File: src/rtl/gsw_regs.svh
// register layout, field positions and timing counts of the gateway status block
`ifndef GSW_REGS_SVH
`define GSW_REGS_SVH
`define GSW_STAT_DIAG 0
`define GSW_STAT_CFG_WARN 3
`define GSW_STAT_OVERCURR 5
`define GSW_STAT_LOAD_OVER 6
`define GSW_STAT_LOAD_UNDER 7
`define GSW_STAT_SYS_OVER 8
`define GSW_STAT_SYS_UNDER 9
`define GSW_STAT_MB_LOST 10
`define GSW_STAT_CFG_ERR 11
`define GSW_STAT_WDG 12
`define GSW_STAT_FORCE 14
`define GSW_STATUS_RESET 16'h0000
`define GSW_CONTROL_RESET 16'h0000
`define GSW_CLK_HZ 10000000
`define GSW_HOLD_S 10
`define GSW_FLASH_1HZ_HZ 1
`define GSW_FLASH_4HZ_HZ 4
`endif

File: src/rtl/gsw_pkg.sv
// types shared by the gateway status block
package gsw_pkg;
	typedef enum logic [1:0] {
		GSW_PROTO_EIP,
		GSW_PROTO_MBTCP,
		GSW_PROTO_PNIO
	} gsw_proto_t;
	typedef struct packed {
		logic module_diag;
		logic cfg_changed;
		logic overcurrent;
		logic load_over;
		logic load_under;
		logic sys_over;
		logic sys_under;
		logic mbus_lost;
		logic cfg_incompat;
		logic mb_timeout;
		logic force_mode;
	} gsw_cond_t;
	typedef enum logic [1:0] {
		GSW_LED_OFF,
		GSW_LED_GREEN,
		GSW_LED_RED
	} gsw_led_t;
endpackage : gsw_pkg

File: src/rtl/gsw_status.sv
// gateway status word, control word slot, capture button timer and gateway LED
//
// Behaviour
// - status and control words appear in process data for both protocols.
// - under the first protocol a setting may remove both words from process data.
// - status bit 0 follows any module reporting active diagnosis.
// - status bit 3 set when station module configuration has changed.
// - status bit 6 set while load voltage is above 30 V.
// - status bit 7 set while load voltage is below 18 V.
// - status bit 8 set while system supply is above 30 V.
// - status bit 9 set while system supply is below 18 V.
// - status bit 10 set when the module bus has no communication.
// - status bit 11 set when configuration is no longer compatible.
// - status bit 12 reports the protocol watchdog timeout, only under the second protocol.
// - status bit 14 set while forcing mode is active.
// - control word writes are accepted and have no effect.
// - button held ten seconds stores current configuration as reference.
// - button storage works under the two ethernet protocols, not the third.
// - gateway LED steady green while firmware active and ready.
// - gateway LED flashes green while forcing mode is active.
// - gateway LED flashes green at 4 Hz on hardware error.
// - web access refused after self-disable until factory reset.
`timescale 1ns/1ps
`include "gsw_regs.svh"
module gsw_status #(
	parameter int unsigned HOLD_CYCLES = `GSW_HOLD_S * `GSW_CLK_HZ,
	parameter int unsigned HALF_1HZ = `GSW_CLK_HZ / (2 * `GSW_FLASH_1HZ_HZ),
	parameter int unsigned HALF_4HZ = `GSW_CLK_HZ / (2 * `GSW_FLASH_4HZ_HZ)
) (
	input wire logic sys_clk, // system clock
	input wire logic rst_n, // async reset, active low
	input wire gsw_pkg::gsw_cond_t cond, // live station conditions
	input wire gsw_pkg::gsw_proto_t proto, // active fieldbus protocol
	input wire logic eip_map_disable, // drop words from process data (first protocol)
	input wire logic ctrl_wr, // controller writes control word
	input wire logic [15:0] ctrl_wdata, // control word value
	input wire logic capture_btn, // capture button pressed
	input wire logic fw_ready, // firmware active, gateway ready
	input wire logic hw_error, // hardware error detected
	input wire logic web_self_disable, // web server switched off from itself
	input wire logic factory_reset, // factory reset performed
	output logic [15:0] station_status_word, // status word in process data
	output logic [15:0] station_control_word, // control word slot in process data
	output logic words_mapped, // both words present in process data
	output logic cfg_store, // pulse: store reference configuration
	output gsw_pkg::gsw_led_t gateway_status_led, // gateway LED colour
	output logic web_access_en // web server reachable
);
	// refuse counts that the counters below cannot serve
	if (HOLD_CYCLES < 2 || HALF_1HZ < 1 || HALF_4HZ < 1) begin : g_bad_counts
		$error("gsw_status: counts too small");
	end

	logic [15:0] status_q, status_d;
	logic mapped_q, mapped_d;
	logic [15:0] ctrl_q, ctrl_d;
	logic [31:0] hold_q, hold_d;
	logic armed_q, armed_d;
	logic store_q, store_d;
	logic [31:0] f1_q, f1_d;
	logic [31:0] f4_q, f4_d;
	logic ph1_q, ph1_d;
	logic ph4_q, ph4_d;
	gsw_pkg::gsw_led_t led_q, led_d;
	logic web_q, web_d;
	// helper state for the flash checks: cycles the LED held its value in one mode
	logic [31:0] led_hold_q, led_hold_d;
	logic [1:0] led_mode_q, led_mode_d;

	always_comb begin
		status_d = 16'h0000;
		status_d[`GSW_STAT_DIAG] = cond.module_diag;
		status_d[`GSW_STAT_CFG_WARN] = cond.cfg_changed;
		status_d[`GSW_STAT_OVERCURR] = cond.overcurrent;
		status_d[`GSW_STAT_LOAD_OVER] = cond.load_over;
		status_d[`GSW_STAT_LOAD_UNDER] = cond.load_under;
		status_d[`GSW_STAT_SYS_OVER] = cond.sys_over;
		status_d[`GSW_STAT_SYS_UNDER] = cond.sys_under;
		status_d[`GSW_STAT_MB_LOST] = cond.mbus_lost;
		status_d[`GSW_STAT_CFG_ERR] = cond.cfg_incompat;
		status_d[`GSW_STAT_WDG] = cond.mb_timeout && (proto == gsw_pkg::GSW_PROTO_MBTCP);
		status_d[`GSW_STAT_FORCE] = cond.force_mode;
		// words are mapped for both ethernet protocols, the first may opt out
		case (proto)
			gsw_pkg::GSW_PROTO_EIP: mapped_d = !eip_map_disable;
			gsw_pkg::GSW_PROTO_MBTCP: mapped_d = 1'b1;
			default: mapped_d = 1'b0;
		endcase
	end

	always_comb begin
		// value stored for read-back only; nothing in the block uses it
		ctrl_d = ctrl_wr ? ctrl_wdata : ctrl_q;
	end

	always_comb begin
		hold_d = hold_q;
		armed_d = armed_q;
		store_d = 1'b0;
		if (!capture_btn || proto == gsw_pkg::GSW_PROTO_PNIO) begin
			hold_d = 32'h00000000;
			armed_d = 1'b1;
		end else if (armed_q) begin
			if (hold_q >= HOLD_CYCLES - 1) begin
				store_d = 1'b1;
				armed_d = 1'b0;
				hold_d = 32'h00000000;
			end else begin
				hold_d = hold_q + 32'h00000001;
			end
		end
	end

	always_comb begin
		f1_d = f1_q + 32'h00000001;
		ph1_d = ph1_q;
		if (f1_q >= HALF_1HZ - 1) begin
			f1_d = 32'h00000000;
			ph1_d = !ph1_q;
		end
		f4_d = f4_q + 32'h00000001;
		ph4_d = ph4_q;
		if (f4_q >= HALF_4HZ - 1) begin
			f4_d = 32'h00000000;
			ph4_d = !ph4_q;
		end
		if (!fw_ready)
			led_d = gsw_pkg::GSW_LED_OFF;
		else if (hw_error)
			led_d = ph4_q ? gsw_pkg::GSW_LED_GREEN : gsw_pkg::GSW_LED_OFF;
		else if (cond.force_mode)
			led_d = ph1_q ? gsw_pkg::GSW_LED_GREEN : gsw_pkg::GSW_LED_OFF;
		else
			led_d = gsw_pkg::GSW_LED_GREEN;
	end

	always_comb begin
		// bit 1 marks 4 Hz flashing, bit 0 marks 1 Hz flashing
		led_mode_d = {fw_ready && hw_error, fw_ready && !hw_error && cond.force_mode};
		if (led_d == led_q && led_mode_d == led_mode_q)
			led_hold_d = led_hold_q + 32'h00000001;
		else
			led_hold_d = 32'h00000000;
	end

	always_ff @(posedge sys_clk or negedge rst_n) begin
		if (!rst_n) begin
			led_hold_q <= 32'h00000000;
			led_mode_q <= 2'b00;
		end else begin
			led_hold_q <= led_hold_d;
			led_mode_q <= led_mode_d;
		end
	end

	always_comb begin
		web_d = web_q;
		if (factory_reset)
			web_d = 1'b1;
		else if (web_self_disable)
			web_d = 1'b0;
	end

	always_ff @(posedge sys_clk or negedge rst_n) begin
		if (!rst_n) begin
			status_q <= `GSW_STATUS_RESET;
			mapped_q <= 1'b0;
			ctrl_q <= `GSW_CONTROL_RESET;
			hold_q <= 32'h00000000;
			armed_q <= 1'b1;
			store_q <= 1'b0;
			f1_q <= 32'h00000000;
			f4_q <= 32'h00000000;
			ph1_q <= 1'b0;
			ph4_q <= 1'b0;
			led_q <= gsw_pkg::GSW_LED_OFF;
			web_q <= 1'b1;
		end else begin
			status_q <= status_d;
			mapped_q <= mapped_d;
			ctrl_q <= ctrl_d;
			hold_q <= hold_d;
			armed_q <= armed_d;
			store_q <= store_d;
			f1_q <= f1_d;
			f4_q <= f4_d;
			ph1_q <= ph1_d;
			ph4_q <= ph4_d;
			led_q <= led_d;
			web_q <= web_d;
		end
	end

	assign station_status_word = status_q;
	assign station_control_word = ctrl_q;
	assign words_mapped = mapped_q;
	assign cfg_store = store_q;
	assign gateway_status_led = led_q;
	assign web_access_en = web_q;

	a_status_load_over: assert property (@(posedge sys_clk) disable iff (!rst_n)
		cond.load_over |=> station_status_word[`GSW_STAT_LOAD_OVER]) else $error("load over flag missing");
	a_status_sys_under: assert property (@(posedge sys_clk) disable iff (!rst_n)
		cond.sys_under |=> station_status_word[`GSW_STAT_SYS_UNDER]) else $error("sys under flag missing");
	a_status_clears: assert property (@(posedge sys_clk) disable iff (!rst_n)
		!cond.force_mode |=> !station_status_word[`GSW_STAT_FORCE]) else $error("force flag stuck");
	a_status_reserved: assert property (@(posedge sys_clk) disable iff (!rst_n)
		(station_status_word & 16'hA016) == 16'h0000) else $error("reserved status bit set");
	// every flag follows its condition one cycle later, set and clear alike
	a_flag_diag: assert property (@(posedge sys_clk) disable iff (!rst_n)
		1'b1 |=> station_status_word[`GSW_STAT_DIAG] == $past(cond.module_diag))
		else $error("diag flag wrong");
	a_flag_cfg_warn: assert property (@(posedge sys_clk) disable iff (!rst_n)
		1'b1 |=> station_status_word[`GSW_STAT_CFG_WARN] == $past(cond.cfg_changed))
		else $error("config warning flag wrong");
	a_flag_overcurr: assert property (@(posedge sys_clk) disable iff (!rst_n)
		1'b1 |=> station_status_word[`GSW_STAT_OVERCURR] == $past(cond.overcurrent))
		else $error("overcurrent flag wrong");
	a_flag_load_over: assert property (@(posedge sys_clk) disable iff (!rst_n)
		1'b1 |=> station_status_word[`GSW_STAT_LOAD_OVER] == $past(cond.load_over))
		else $error("load over flag wrong");
	a_flag_load_under: assert property (@(posedge sys_clk) disable iff (!rst_n)
		1'b1 |=> station_status_word[`GSW_STAT_LOAD_UNDER] == $past(cond.load_under))
		else $error("load under flag wrong");
	a_flag_sys_over: assert property (@(posedge sys_clk) disable iff (!rst_n)
		1'b1 |=> station_status_word[`GSW_STAT_SYS_OVER] == $past(cond.sys_over))
		else $error("sys over flag wrong");
	a_flag_sys_under: assert property (@(posedge sys_clk) disable iff (!rst_n)
		1'b1 |=> station_status_word[`GSW_STAT_SYS_UNDER] == $past(cond.sys_under))
		else $error("sys under flag wrong");
	a_flag_mb_lost: assert property (@(posedge sys_clk) disable iff (!rst_n)
		1'b1 |=> station_status_word[`GSW_STAT_MB_LOST] == $past(cond.mbus_lost))
		else $error("module bus flag wrong");
	a_flag_cfg_err: assert property (@(posedge sys_clk) disable iff (!rst_n)
		1'b1 |=> station_status_word[`GSW_STAT_CFG_ERR] == $past(cond.cfg_incompat))
		else $error("config error flag wrong");
	a_flag_wdg: assert property (@(posedge sys_clk) disable iff (!rst_n)
		1'b1 |=> station_status_word[`GSW_STAT_WDG] == $past(cond.mb_timeout && proto == gsw_pkg::GSW_PROTO_MBTCP))
		else $error("watchdog flag wrong");
	a_flag_force: assert property (@(posedge sys_clk) disable iff (!rst_n)
		1'b1 |=> station_status_word[`GSW_STAT_FORCE] == $past(cond.force_mode))
		else $error("force flag wrong");
	// control word is only stored, never acted on
	a_ctrl_write: assert property (@(posedge sys_clk) disable iff (!rst_n)
		ctrl_wr |=> station_control_word == $past(ctrl_wdata))
		else $error("control write lost");
	a_ctrl_hold: assert property (@(posedge sys_clk) disable iff (!rst_n)
		!ctrl_wr |=> $stable(station_control_word))
		else $error("control word changed");
	a_map_eip_on: assert property (@(posedge sys_clk) disable iff (!rst_n)
		(proto == gsw_pkg::GSW_PROTO_EIP && !eip_map_disable) |=> words_mapped)
		else $error("words not mapped under first protocol");
	a_led_off: assert property (@(posedge sys_clk) disable iff (!rst_n)
		!fw_ready |=> gateway_status_led == gsw_pkg::GSW_LED_OFF)
		else $error("led lit without firmware");
	a_led_no_red: assert property (@(posedge sys_clk) disable iff (!rst_n)
		gateway_status_led != gsw_pkg::GSW_LED_RED)
		else $error("led red from this block");
	// a flashing LED never holds one value longer than its half period
	a_flash_fast: assert property (@(posedge sys_clk) disable iff (!rst_n)
		led_mode_q == 2'b10 |-> led_hold_q < HALF_4HZ)
		else $error("fast flash too slow");
	a_flash_slow: assert property (@(posedge sys_clk) disable iff (!rst_n)
		led_mode_q == 2'b01 |-> led_hold_q < HALF_1HZ)
		else $error("slow flash too slow");
	a_web_reopen: assert property (@(posedge sys_clk) disable iff (!rst_n)
		factory_reset |=> web_access_en)
		else $error("web not reopened");
	a_web_drop: assert property (@(posedge sys_clk) disable iff (!rst_n)
		(web_self_disable && !factory_reset) |=> !web_access_en)
		else $error("web not closed");
	a_wdg_protocol: assert property (@(posedge sys_clk) disable iff (!rst_n)
		(proto != gsw_pkg::GSW_PROTO_MBTCP) |=> !station_status_word[`GSW_STAT_WDG]) else $error("wdg outside protocol");
	a_map_disable: assert property (@(posedge sys_clk) disable iff (!rst_n)
		(proto == gsw_pkg::GSW_PROTO_EIP && eip_map_disable) |=> !words_mapped) else $error("map not disabled");
	a_map_mbtcp: assert property (@(posedge sys_clk) disable iff (!rst_n)
		(proto == gsw_pkg::GSW_PROTO_MBTCP) |=> words_mapped) else $error("words not mapped");
	a_store_pnio: assert property (@(posedge sys_clk) disable iff (!rst_n)
		(proto == gsw_pkg::GSW_PROTO_PNIO) |=> !cfg_store) else $error("store under third protocol");
	a_store_release: assert property (@(posedge sys_clk) disable iff (!rst_n)
		!capture_btn |=> !cfg_store) else $error("store without press");
	a_store_pulse: assert property (@(posedge sys_clk) disable iff (!rst_n)
		cfg_store |=> !cfg_store) else $error("store longer than a cycle");
	a_led_ready: assert property (@(posedge sys_clk) disable iff (!rst_n)
		(fw_ready && !hw_error && !cond.force_mode) |=> gateway_status_led == gsw_pkg::GSW_LED_GREEN)
		else $error("led not steady green");
	a_web_lock: assert property (@(posedge sys_clk) disable iff (!rst_n)
		(!web_access_en && !factory_reset) |=> !web_access_en) else $error("web reopened");
endmodule : gsw_status

File: config.mk
export PLATFORM = sky130hd
export DESIGN_NAME = gsw_status
export DESIGN_NICKNAME = d
export VERILOG_FILES = /design/src/rtl/gsw_pkg.sv /design/src/rtl/gsw_status.sv
export VERILOG_INCLUDE_DIRS = /design/src /design/src/rtl
export SDC_FILE = /design/constraint.sdc
export NUM_CORES = 1
export LEC_CHECK = 0
export CAP_MARGIN = 20
export CORE_ASPECT_RATIO = 0.9
export CORE_UTILIZATION = 60
export CTS_BUF_LIST = sky130_fd_sc_hd__clkbuf_16
export CTS_CLUSTER_SIZE = 8
export DETAILED_ROUTE_END_ITERATION = 16
export DONT_BUFFER_PORTS = 1
export GPL_ROUTABILITY_DRIVEN = 0
export HOLD_SLACK_MARGIN = 0.02
export PLACE_DENSITY_LB_ADDON = 0.2
export SLEW_MARGIN = 20
export SYNTH_ARGS = -nofsm -noshare
export SYNTH_HDL_FRONTEND = slang
export SYNTH_SLANG_ARGS = --single-unit
File: constraint.sdc
create_clock -name sys_clk -period 2.7 [get_ports sys_clk]
set_clock_uncertainty 0.05 [all_clocks]
set_input_delay 0 -clock sys_clk [delete_from_list [all_inputs] [get_ports sys_clk]]
set_output_delay 0 -clock sys_clk [all_outputs]
set_load 0.05 [all_outputs]
# After elaboration in Yosys (flattened, before gate mapping)
# Cells that the tools add are included.
[classes] n_addsub=3 order_cmp=3 eq_ne=2 mux=19 reduce_logical=9
[ops] op="$mux 32" n=5
[ops] op="$add 32x1->32 const B" n=3
[ops] op="$ge 32x21->1 const B" n=1
[ops] op="$ge 32x23->1 const B" n=1
[ops] op="$ge 32x27->1 const B" n=1
[ops] op="$mux 1" n=13
[ops] op="$logic_not 1->1" n=4
[ops] op="$reduce_bool 2->1" n=2
[ops] op="$eq 2x1->1 const B" n=1
[ops] op="$eq 2x2->1 const B" n=1
[ops] op="$logic_not 2->1" n=1
[ops] op="$pmux 1 s2" n=1
[ops] op="$logic_and 1x1->1" n=1
[ops] op="$logic_or 1x1->1" n=1
[word_totals] ff_bits=131 in_bits=38 output_inout_bits=37 elab_cells=48

# Logic depth before layout (Yosys ltp)
# Gate-level depths: netlist of run 1.
[logic_depth] ltp_word=4 depth_mapped=8

# Worst setup path after synthesis of run 1
# No wires, ideal clock.
[synth_path] path_kind="register to register" from="register hold_q[0]" to="register hold_q[16]" setup_time_ns=0.082 arrival_time_ns=1.915 slack_ns=0.653 stages_incl_launch_ff=9 path_buffers=2 synth_period_minus_slack_ns=2.047 path_cell_list="dfrtp_1 -> ha_1 -> nand3_1 -> o211ai_1 -> a2111oi_4 -> buf_6 -> buf_8 -> a31oi_1 -> a31oi_1"
[synth_between] elab_chain_cells=4
[synth_lines] item="from (decl)" line="gsw_status.sv:57" rtl="logic [31:0] hold_q, hold_d;"
[synth_lines] item="from (signal assigned)" line="gsw_status.sv:182" rtl="hold_q <= hold_d;"
[synth_lines] item="$add 32x1->32 / $ge 32x27->1 (equally long branches)" line="gsw_status.sv:109, gsw_status.sv:104"
[synth_lines] item="$mux 32 (*)" line="gsw_status.sv:104" rtl="if (hold_q >= HOLD_CYCLES - 1) begin"
[synth_lines] item="$mux 32 (*)" line="gsw_status.sv:103" rtl="end else if (armed_q) begin"
[synth_lines] item="$mux 32 (*)" line="gsw_status.sv:100" rtl="if (!capture_btn || proto == gsw_pkg::GSW_PROTO_PNIO) begin"
# Mark *: on every way between the ends. The rest lies on a longest branch, timed or not. The select of a mux whose other input is x is not followed.
# A chain may end at the register's enable or synchronous reset.

# Final worst setup path of run 1
[layout_path] from="register f4_q[0]" to="register f4_q[17]"
[layout_between] elab_chain_cells=2
[layout_lines] item="from (decl)" line="gsw_status.sv:61" rtl="logic [31:0] f4_q, f4_d;"
[layout_lines] item="from (signal assigned)" line="gsw_status.sv:173" rtl="f4_q <= 32'h00000000;"
[layout_lines] item="from (signal assigned)" line="gsw_status.sv:186" rtl="f4_q <= f4_d;"
[layout_lines] item="$add 32x1->32 / $ge 32x21->1 (equally long branches)" line="gsw_status.sv:121, gsw_status.sv:123"
[layout_lines] item="$mux 32 (*)" line="gsw_status.sv:123" rtl="if (f4_q >= HALF_4HZ - 1) begin"
[layout_lines] item="named net f4_d[17]" line="gsw_status.sv:61"
# The timed path passes the listed nets; every way through them passes the cells marked *.

==> results of run 1 <==
## cell usage after synthesis (2+ instances only)
library cell	instances	share of area, %
inv_1	15	0.99
clkbuf_1	11	0.72
nor4_1	6	0.66
or4_1	2	0.26
a21o_1	3	0.40
o21ai_1	2	0.18
a21oi_1	11	0.97
a31oi_1	31	3.4
nor2_1	69	4.5
xnor2_1	26	4.0
nand3_1	27	2.4
or2b_1	3	0.40
ha_1	3	0.66
buf_6	3	0.59
a41oi_1	4	0.61
buf_4	6	0.79
buf_2	8	0.70
nand2_1	42	2.8
o21ai_0	11	0.97
xor2_1	16	2.5
dfstp_2	2	0.92
nand4_1	19	2.1
and2_1	10	1.1
dfrtp_1	128	56
and4_1	9	1.4
nor2b_1	2	0.22
a211oi_1	2	0.26
o211ai_1	3	0.40
and3_1	8	0.88
mux2_2	17	3.4
nor3_1	13	1.1
## stage by stage
step | hold WS [ns] | total power, W | worst slack, ns | utilization (%) | instance area, um2
CTS | -0.780 | 0.00445 | 0.105 | 75.3 | 6900
detailed placement | -0.342 | 0.00232 | 0.111 | 63.8 | 5850
finish | -0.770 | 0.00447 | 0.241 | 75.4 | 6910
global route | -0.790 | 0.00460 | 0.00704 | 75.4 | 6910
floorplan | -0.346 | 0.00231 | 0.653 | - | 5790
global placement | -0.343 | 0.00231 | 0.263 | 63.8 | 5850
## layer usage
metal | routed length, um | vias to the layer above
li1 | - | 1994
met1 | 5160 | 2126
met2 | 6550 | 176
met3 | 723 | 34
met4 | 446 | 0
met5 | 0 | -
## timing repair
action | in CTS | in global routing
endpoints found under the setup margin | 0 | 17
resized for setup | 0 | 2
hold endpoints to repair | 162 | 130
## state kept, by name, indices dropped and copies added, names as in the netlist
register              flops
ph1_q                     1
armed_q                   1
gateway_status_led        1
station_control_word     16
words_mapped              1
ph4_q                     1
web_access_en             1
cfg_store                 1
hold_q                   32
f4_q                     32
station_status_word      11
f1_q                     32
## worst max-delay path: cells and delay by family, from the launching register on
kind | cells | cell delay (ns)
fa+ha+maj | 1 | 0.29
buf+inv | 1 | 0.28
simple gates | 1 | 0.12
compound gates | 4 | 1.23
flops | 1 | 0.41
## power by group through the flow
stage | Sequential (W) | Combinational, W | Clock, W
global placement | 0.00221 | 0.000103 | 0
finish | 0.00219 | 0.000199 | 0.00208
CTS | 0.00218 | 0.000185 | 0.00208
detailed placement | 0.00221 | 0.000110 | 0
global route | 0.00219 | 0.000213 | 0.00220
floorplan | 0.00220 | 0.000107 | 0
## worst min-delay path by stage
stage,startpoint,end,slack (ns),depth (start not counted)
after floorplan,rst_n,cfg_store,-0.35,0
after global placement,rst_n,f1_q[10],-0.34,0
after detailed placement,rst_n,f1_q[9],-0.34,0
after CTS,rst_n,station_control_word[3],-0.78,0
after global routing,rst_n,f1_q[9],-0.79,0
final,rst_n,f4_q[24],-0.77,0
## final cells by class
class                           count  area, um2  share of cell area [%]
Clock buffer                       17        425                    6.16
Tap cell                          122        153                    2.21
Multi-Input combinational cell    383       2310                    33.5
Timing Repair Buffer               59        598                    8.65
Clock inverter                     15        108                    1.56
Antenna cell                        1       2.50                  0.0362
Sequential cell                   130       3260                    47.1
Inverter                           15       56.3                   0.815
## logic make-up after synthesis
group | count (synthesis) | share of synthesized area (%)
and+or+nand+nor | 218 | 19.2
adders and majority gates | 3 | 0.659
DFF | 130 | 57.1
xor gates and xnor gates | 42 | 6.46
buffers and inverters | 44 | 4.06
other | 1 | 0.0658
muxes | 17 | 3.36
AOI/OAI and AO/OA | 77 | 9.07
## cell usage in the layout (no fill, tap or decap), drive strengths merged, types with 4 or more instances in the layout
cell type	n
dfrtp	128
nor2	69
dlygate4sd3	52
nand2	42
a31oi	31
nand3	27
xnor2	26
conb	26
inv	19
nand4	19
mux2	17
clkbuf	17
xor2	16
nor3	13
o21ai	13
a21oi	11
and2	10
and4	9
and3	8
nor4	8
buf	7
clkinvlp	5
clkinv	5
a41oi	4
==> results.yml, run 1 <==
status:
  status: "finished, violations left"
  violations: "negative hold slack"
synthesis:
  syn_area_mm2: 0.00570
  synth_top_flop_cell: "dfrtp_1"
  ys_ff_latch: 130
  synth_async_sr_flop_share_pct: 100
  synth_edf_count: 0
  synth_cell_types: 51
  yosysSeqAreaShare_pct: 57.1
  synth_cells: 532
  syn_avg_cell_area_um2: 10.7
  yosys_warnings: 0
power:
  p_switching_w: 0.00110
  p_leak_nw: 2.90
  sw_frac_of_total_pct: 24.7
  p_int_w: 0.00336
  p_seq_share_pct: 48.9
  clockPowerShare_pct: 46.6
  pwr-share-comb_pct: 4.5
  max-vdd-ir-drop_uv: 722
  power_density_mw_per_mm2: 646
routing:
  ant_nets: 0
  totalWireLength_um: 12900
  route.detailed.drc: 0
  viasPerCell: 5.84
  drtIter0Drc: 286
  firstDrtPassIters: 6
  wire_per_inst_um: 17.4
  num_vias: 4330
run:
  drv_cap: 0
setup_path:
  critPathSlowestCell: "a2111oi_1"
  reg2reg_to: "f4_q[17]"
  worst_setup_path_end_kind: "register"
  cp.required_ns: 2.99
  crit_path_max_incr_delay_ns: 0.49
  worst-path-max-fanout: 10
  endpoint: "f4_q[17]"
  regToRegStartpoint: "f4_q[0]"
  critPathKind: "register to register"
  crit_chain: "ha_1 > a311oi_1 > o21ai_0 > a2111oi_1 > o2111ai_2 > buf_4 > nor2_1"
  reg2reg_depth: 7
  cp-startpoint: "f4_q[0]"
  arrival_ns: 2.75
  critPathLaunchType: "register"
  rrSetupSlack_ns: 0.24
floorplanning:
  core_mm2: 0.00917
  io_pins: 75
  fp.dieArea_mm2: 0.00989
  dieHeight_um: 94.5
  start_util_pct: 62.2
  die_w_um: 105
  std_cell_rows: 33
grt:
  gr-total-overflow: 0
  met3_usage_pct: 8.63
  grt_util_all_layers_pct: 29.2
  antenna_found_initial: 1
  grt_first_pass_wirelength_um: 21800
  gr-max-usage-layer: "met2"
  grt_max_degree: 131
  grt_pass1_vias: 4558
  grt_use_met1_pct: 31.6
  globalRouteMet2Util_pct: 51.8
timing:
  hold_slack_ns: -0.770
  min_period_ns: 2.46
  fmax_mhz: 407
  fin_tns_setup_ns: 0
  min_period_over_period_pct: 91.1
  rsz0062_at_grt: "no"
  setup_viol: 0
  hold_violations: 130
  slew_violations: 0
  worstMarginPinSlew_ns: 0.792
  slew_headroom_pct: 47.0
cts:
  cts_tree: "built"
  cts_buffers: 17
  htree_levels: 4
  clkSinkCount: 130
  clk_latency_ns: 0.42
  clockRootBuffer: "clkbuf_16"
  cts_buffer_depth: 2
  post-cts-setup-buffers: 0
  clk_pin_slew_worst_paths_ns: 0.05
  postCtsHoldBufs: 52
final_layout:
  fin_cells: 742
  final_layout_size_suffix_gt1_share_pct: 9.05
  fin_nets: 647
  fillCellCount: 595
  area_growth_pct: 21.3
placed_design:
  io_buffers: 0
  place_inst: 657
  hpwlAfterDp_um: 7000
hold_path:
  hold_path_class: "input pin to asynchronous set/reset pin"
Note: power is estimated with default switching activity, not from simulation.
==> run 2: changes to the inputs <==
--- a/config.mk
+++ b/config.mk
@@ -9,12 +9,13 @@
 export CAP_MARGIN = 20
 export CORE_ASPECT_RATIO = 0.9
 export CORE_UTILIZATION = 60
-export CTS_BUF_LIST = sky130_fd_sc_hd__clkbuf_16
+export CTS_BUF_LIST = sky130_fd_sc_hd__clkbuf_8
 export CTS_CLUSTER_SIZE = 8
 export DETAILED_ROUTE_END_ITERATION = 16
 export DONT_BUFFER_PORTS = 1
 export GPL_ROUTABILITY_DRIVEN = 0
 export HOLD_SLACK_MARGIN = 0.02
+export MAX_ROUTING_LAYER = met4
 export PLACE_DENSITY_LB_ADDON = 0.2
 export SLEW_MARGIN = 20
 export SYNTH_ARGS = -nofsm -noshare
==> results.yml, run 2 (synthesis results as in run 1) <==
timing:
  min_period_ns: 2.44
  slew_headroom_pct: 48.7
  hold_violations: 130
  rsz0062_at_grt: "no"
  setup_viol: 0
  worstMarginPinSlew_ns: 0.764
  min_period_over_period_pct: 90.5
  slew_violations: 0
  hold_slack_ns: -0.794
  fin_tns_setup_ns: 0
  fmax_mhz: 409
final_layout:
  area_growth_pct: 18.4
  regArea_mm2: 0.00326
  fin_nets: 647
  fillCellCount: 619
  layout_commonest_cell: "dfrtp_1"
  multi_input_area_mm2: 0.00231
  final_layout_size_suffix_gt1_share_pct: 9.53
  utilization_pct: 73.6
  top_regs: "f1_q: 32 flops, f4_q: 32 flops, hold_q: 32 flops"
  mostFrequentLayoutCells: "dfrtp_1 (128), nor2_1 (69), dlygate4sd3_1 (52), nand2_1 (42), a31oi_1 (31)"
floorplanning:
  core_mm2: 0.00917
  die_w_um: 105
  fp.dieArea_mm2: 0.00989
  start_util_pct: 62.2
  std_cell_rows: 33
  dieHeight_um: 94.5
  io_pins: 75
routing:
  firstDrtPassIters: 6
  viasPerCell: 5.71
  num_vias: 4238
  ant_nets: 0
  wire_per_inst_um: 16.3
  totalWireLength_um: 12100
  route.detailed.drc: 0
  drtIter0Drc: 202
placed_design:
  io_buffers: 0
  hpwlAfterDp_um: 7000
cts:
  clockRootBuffer: "clkbuf_8"
  clk_latency_ns: 0.44
  postCtsHoldBufs: 52
  htree_levels: 4
  post-cts-setup-buffers: 0
  clkSinkCount: 130
  clk_pin_slew_worst_paths_ns: 0.08
  cts_tree: "built"
  cts_buffer_depth: 2
  cts_buffers: 17
setup_path:
  critPathKind: "register to register"
  path_buf_inv: 1
  rrSetupSlack_ns: 0.26
  crit_family: "compound AO/OA/AOI/OAI gates"
  worst-path-stages: 7
  critPathLaunchType: "register"
  critPathSlowestCell: "a2111oi_1"
  reg2reg_depth: 7
  crit_chain: "ha_1 > a311oi_1 > o21ai_0 > a2111oi_1 > o2111ai_2 > buf_4 > nor2_1"
  reg2reg_to: "f4_q[11]"
  arrival_ns: 2.76
  regToRegStartpoint: "f4_q[0]"
  cp.required_ns: 3.01
  worst_setup_path_end_kind: "register"
  crit_path_max_incr_delay_ns: 0.49
  worst-path-max-fanout: 10
power:
  max-vdd-ir-drop_uv: 671
  power_density_mw_per_mm2: 577
  p_leak_nw: 2.83
grt:
  grt_util_all_layers_pct: 28.3
  grt_max_degree: 131
  antenna_found_initial: 1
  grt_pass1_vias: 4361
  gr-total-overflow: 0
  grt_first_pass_wirelength_um: 20700
run:
  drv_cap: 0
status:
  violations: "negative hold slack"
  status: "finished, violations left"
hold_path:
  hold_path_class: "input pin to asynchronous set/reset pin"
-- run 2: worst max-delay path by stage --
stage,to,start
2_1_floorplan,hold_q[16],hold_q[0]
3_3_place_gp,f4_q[20],f4_q[0]
3_5_place_dp,f4_q[11],f4_q[0]
4_1_cts,f4_q[11],f4_q[0]
5_1_grt,f4_q[19],f4_q[0]
6_report,f4_q[11],f4_q[0]
-- run 2: power by group --
part / switching, W / internal, W / total (W) / leakage (nW)
sequential: 0.000173 / 0.00201 / 0.00218 / 1.69
clock: 0.000731 / 0.000785 / 0.00152 / 0.188
combinational: 0.0000821 / 0.000114 / 0.000196 / 0.956
-- run 2: what timing repair did --
| action | in CTS | in global routing |
|---|---|---|
| endpoints found under the hold margin | 164 | 130 |
| endpoints found under the setup margin | 0 | 17 |
| resized for setup | 0 | 2 |
-- run 2: layout make-up --
class / count / area share (%)
Clock buffer: 20 / 4.08
Clock inverter: 12 / 1.43
Inverter: 15 / 0.834
Antenna cell: 1 / 0.0371
Timing Repair Buffer: 59 / 8.86
Sequential cell: 130 / 48.2
Multi-Input combinational cell: 383 / 34.3
Tap cell: 122 / 2.26
-- run 2: stage by stage --
step	power [W]	instances	worst slack (ns)	area [um2]
global placement	0.00231	657	0.263	5850
global route	0.00404	742	0.00105	6750
floorplan	0.00231	557	0.653	5790
detailed placement	0.00232	657	0.111	5850
CTS	0.00391	741	0.0992	6740
finish	0.00389	742	0.257	6750
-- run 2: worst reg2reg max path, cell delays in order (launching register included) --
cell,delay (ns)
dfrtp_1,0.41
ha_1,0.29
a311oi_1,0.29
o21ai_0,0.12
a2111oi_1,0.49
o2111ai_2,0.33
buf_4,0.28
nor2_1,0.12
-- run 2: per-layer routing --
| metal | vias up | global-route usage [%] | wire [um] |
|---|---|---|---|
| met5 | - | - | 0 |
| met4 | 0 | 14.2 | 350 |
| met3 | 30 | 7.94 | 728 |
| met2 | 145 | 47.8 | 6080 |
| met1 | 2062 | 31.1 | 4930 |
| li1 | 2001 | - | - |
==> run 3: changes to the inputs <==
--- a/config.mk
+++ b/config.mk
@@ -15,7 +15,6 @@
 export DONT_BUFFER_PORTS = 1
 export GPL_ROUTABILITY_DRIVEN = 0
 export HOLD_SLACK_MARGIN = 0.02
-export MAX_ROUTING_LAYER = met4
 export PLACE_DENSITY_LB_ADDON = 0.2
 export SLEW_MARGIN = 20
 export SYNTH_ARGS = -nofsm -noshare
==> results.yml, run 3 (synthesis results as in run 1) <==
status:
  status: "finished, violations left"
  violations: "negative hold slack"
timing:
  slew_violations: 0
  fin_tns_setup_ns: 0
  fmax_mhz: 410
  setup_viol: 0
  slew_headroom_pct: 47.9
  worstMarginPinSlew_ns: 0.775
  min_period_over_period_pct: 90.3
  hold_violations: 130
  min_period_ns: 2.44
  hold_slack_ns: -0.796
  rsz0062_at_grt: "no"
final_layout:
  final_layout_size_suffix_gt1_share_pct: 9.53
  layout_commonest_cell: "dfrtp_1"
  top_regs: "f1_q: 32 flops, f4_q: 32 flops, hold_q: 32 flops"
  fin_nets: 647
  area_growth_pct: 18.4
  mostFrequentLayoutCells: "dfrtp_1 (128), nor2_1 (69), dlygate4sd3_1 (52), nand2_1 (42), a31oi_1 (31)"
cts:
  postCtsHoldBufs: 52
  clockRootBuffer: "clkbuf_8"
  clk_pin_slew_worst_paths_ns: 0.07
  clk_latency_ns: 0.44
  cts_tree: "built"
  htree_levels: 4
  cts_buffer_depth: 2
  clkSinkCount: 130
  post-cts-setup-buffers: 0
  cts_buffers: 17
floorplanning:
  start_util_pct: 62.2
  die_w_um: 105
  std_cell_rows: 33
  dieHeight_um: 94.5
  io_pins: 75
  fp.dieArea_mm2: 0.00989
  core_mm2: 0.00917
hold_path:
  hold_path_class: "input pin to asynchronous set/reset pin"
setup_path:
  cp.required_ns: 3.02
  worst_setup_path_end_kind: "register"
  worst-path-max-fanout: 10
  critPathSlowestCell: "a2111oi_1"
  critPathLaunchType: "register"
  crit_path_max_incr_delay_ns: 0.49
  arrival_ns: 2.76
  crit_chain: "ha_1 > a311oi_1 > o21ai_0 > a2111oi_1 > o2111ai_2 > buf_4 > nor2_1"
  critPathKind: "register to register"
run:
  drv_cap: 0
routing:
  route.detailed.drc: 0
  viasPerCell: 5.71
  drtIter0Drc: 199
  num_vias: 4236
  ant_nets: 0
  wire_per_inst_um: 16.3
  totalWireLength_um: 12100
  firstDrtPassIters: 5
grt:
  grt_util_all_layers_pct: 27.4
  grt_pass1_vias: 4365
  gr-total-overflow: 0
  grt_max_degree: 131
  grt_first_pass_wirelength_um: 20600
  antenna_found_initial: 1
placed_design:
  hpwlAfterDp_um: 7000
  io_buffers: 0
power:
  power_density_mw_per_mm2: 577
  p_leak_nw: 2.83
  max-vdd-ir-drop_uv: 670
  finalPower_w: 0.00389
[run 3: cell counts in the layout (fill, tap and decap cells not counted)]
Identical to the previous run, type by type.
[run 3: repair_timing]
| action | in CTS | in global routing |
|---|---|---|
| endpoints found under the hold margin | 164 | 130 |
| endpoints found under the setup margin | 0 | 17 |
| resized for setup | 0 | 2 |
[run 3: area by class of cell]
class | count | area, um2
inverter | 15 | 56.3
tap | 122 | 153
clock inverter | 12 | 96.3
sequential | 130 | 3260
fill | 619 | 2420
antenna | 1 | 2.50
timing repair buffer | 59 | 598
multi-input combinational | 383 | 2310
clock buffer | 20 | 275
[run 3: where the power goes]
part	internal [W]	switching [W]
clock network	0.000785	0.000732
logic	0.000114	0.0000815
registers	0.00201	0.000174
[run 3: per-stage QoR]
stage / utilization [%] / area, um2 / hold WS [ns] / worst slack (ns) / instances
after global placement: 63.8 / 5850 / -0.343 / 0.263 / 657
after detailed placement: 63.8 / 5850 / -0.342 / 0.111 / 657
after floorplan: - / 5790 / -0.346 / 0.653 / 557
final: 73.6 / 6750 / -0.796 / 0.261 / 742
after CTS: 73.5 / 6740 / -0.820 / 0.0992 / 741
after global routing: 73.6 / 6750 / -0.833 / 0.00105 / 742
[run 3: path summary, 6_finish.rpt]
path,from,slack [ns],end,depth (start not counted)
worst max register to register,f4_q[0],0.26,f4_q[11],7
worst min-delay path,rst_n,-0.80,f1_q[11],0
worst max-delay path,f4_q[0],0.26,f4_q[11],7
min in group sys_clk,cond[3],0.07,station_status_word[10],1
worst min register to register,ph4_q,0.42,ph4_q,1
max in group asynchronous,rst_n,3.18,web_access_en,0
[run 3: per-layer routing]
| layer | share of wire [%] | wire (um) | vias to the layer above | global-route usage [%] |
|---|---|---|---|---|
| met5 | 0 | 0 | - | 0 |
| li1 | - | - | 2000 | - |
| met2 | 51 | 6100 | 126 | 48.1 |
| met1 | 41 | 4930 | 2072 | 30.7 |
| met3 | 5.3 | 643 | 38 | 7.94 |
| met4 | 3.3 | 396 | 0 | 14.2 |
[run 3: critical path, delay by kind of cell (launching register included)]
kind                       cells  cell delay [ns]
adders and majority gates      1             0.28
buffers and inverters          1             0.28
AOI/OAI and AO/OA              4             1.23
DFF                            1             0.41
and+or+nand+nor                1             0.11
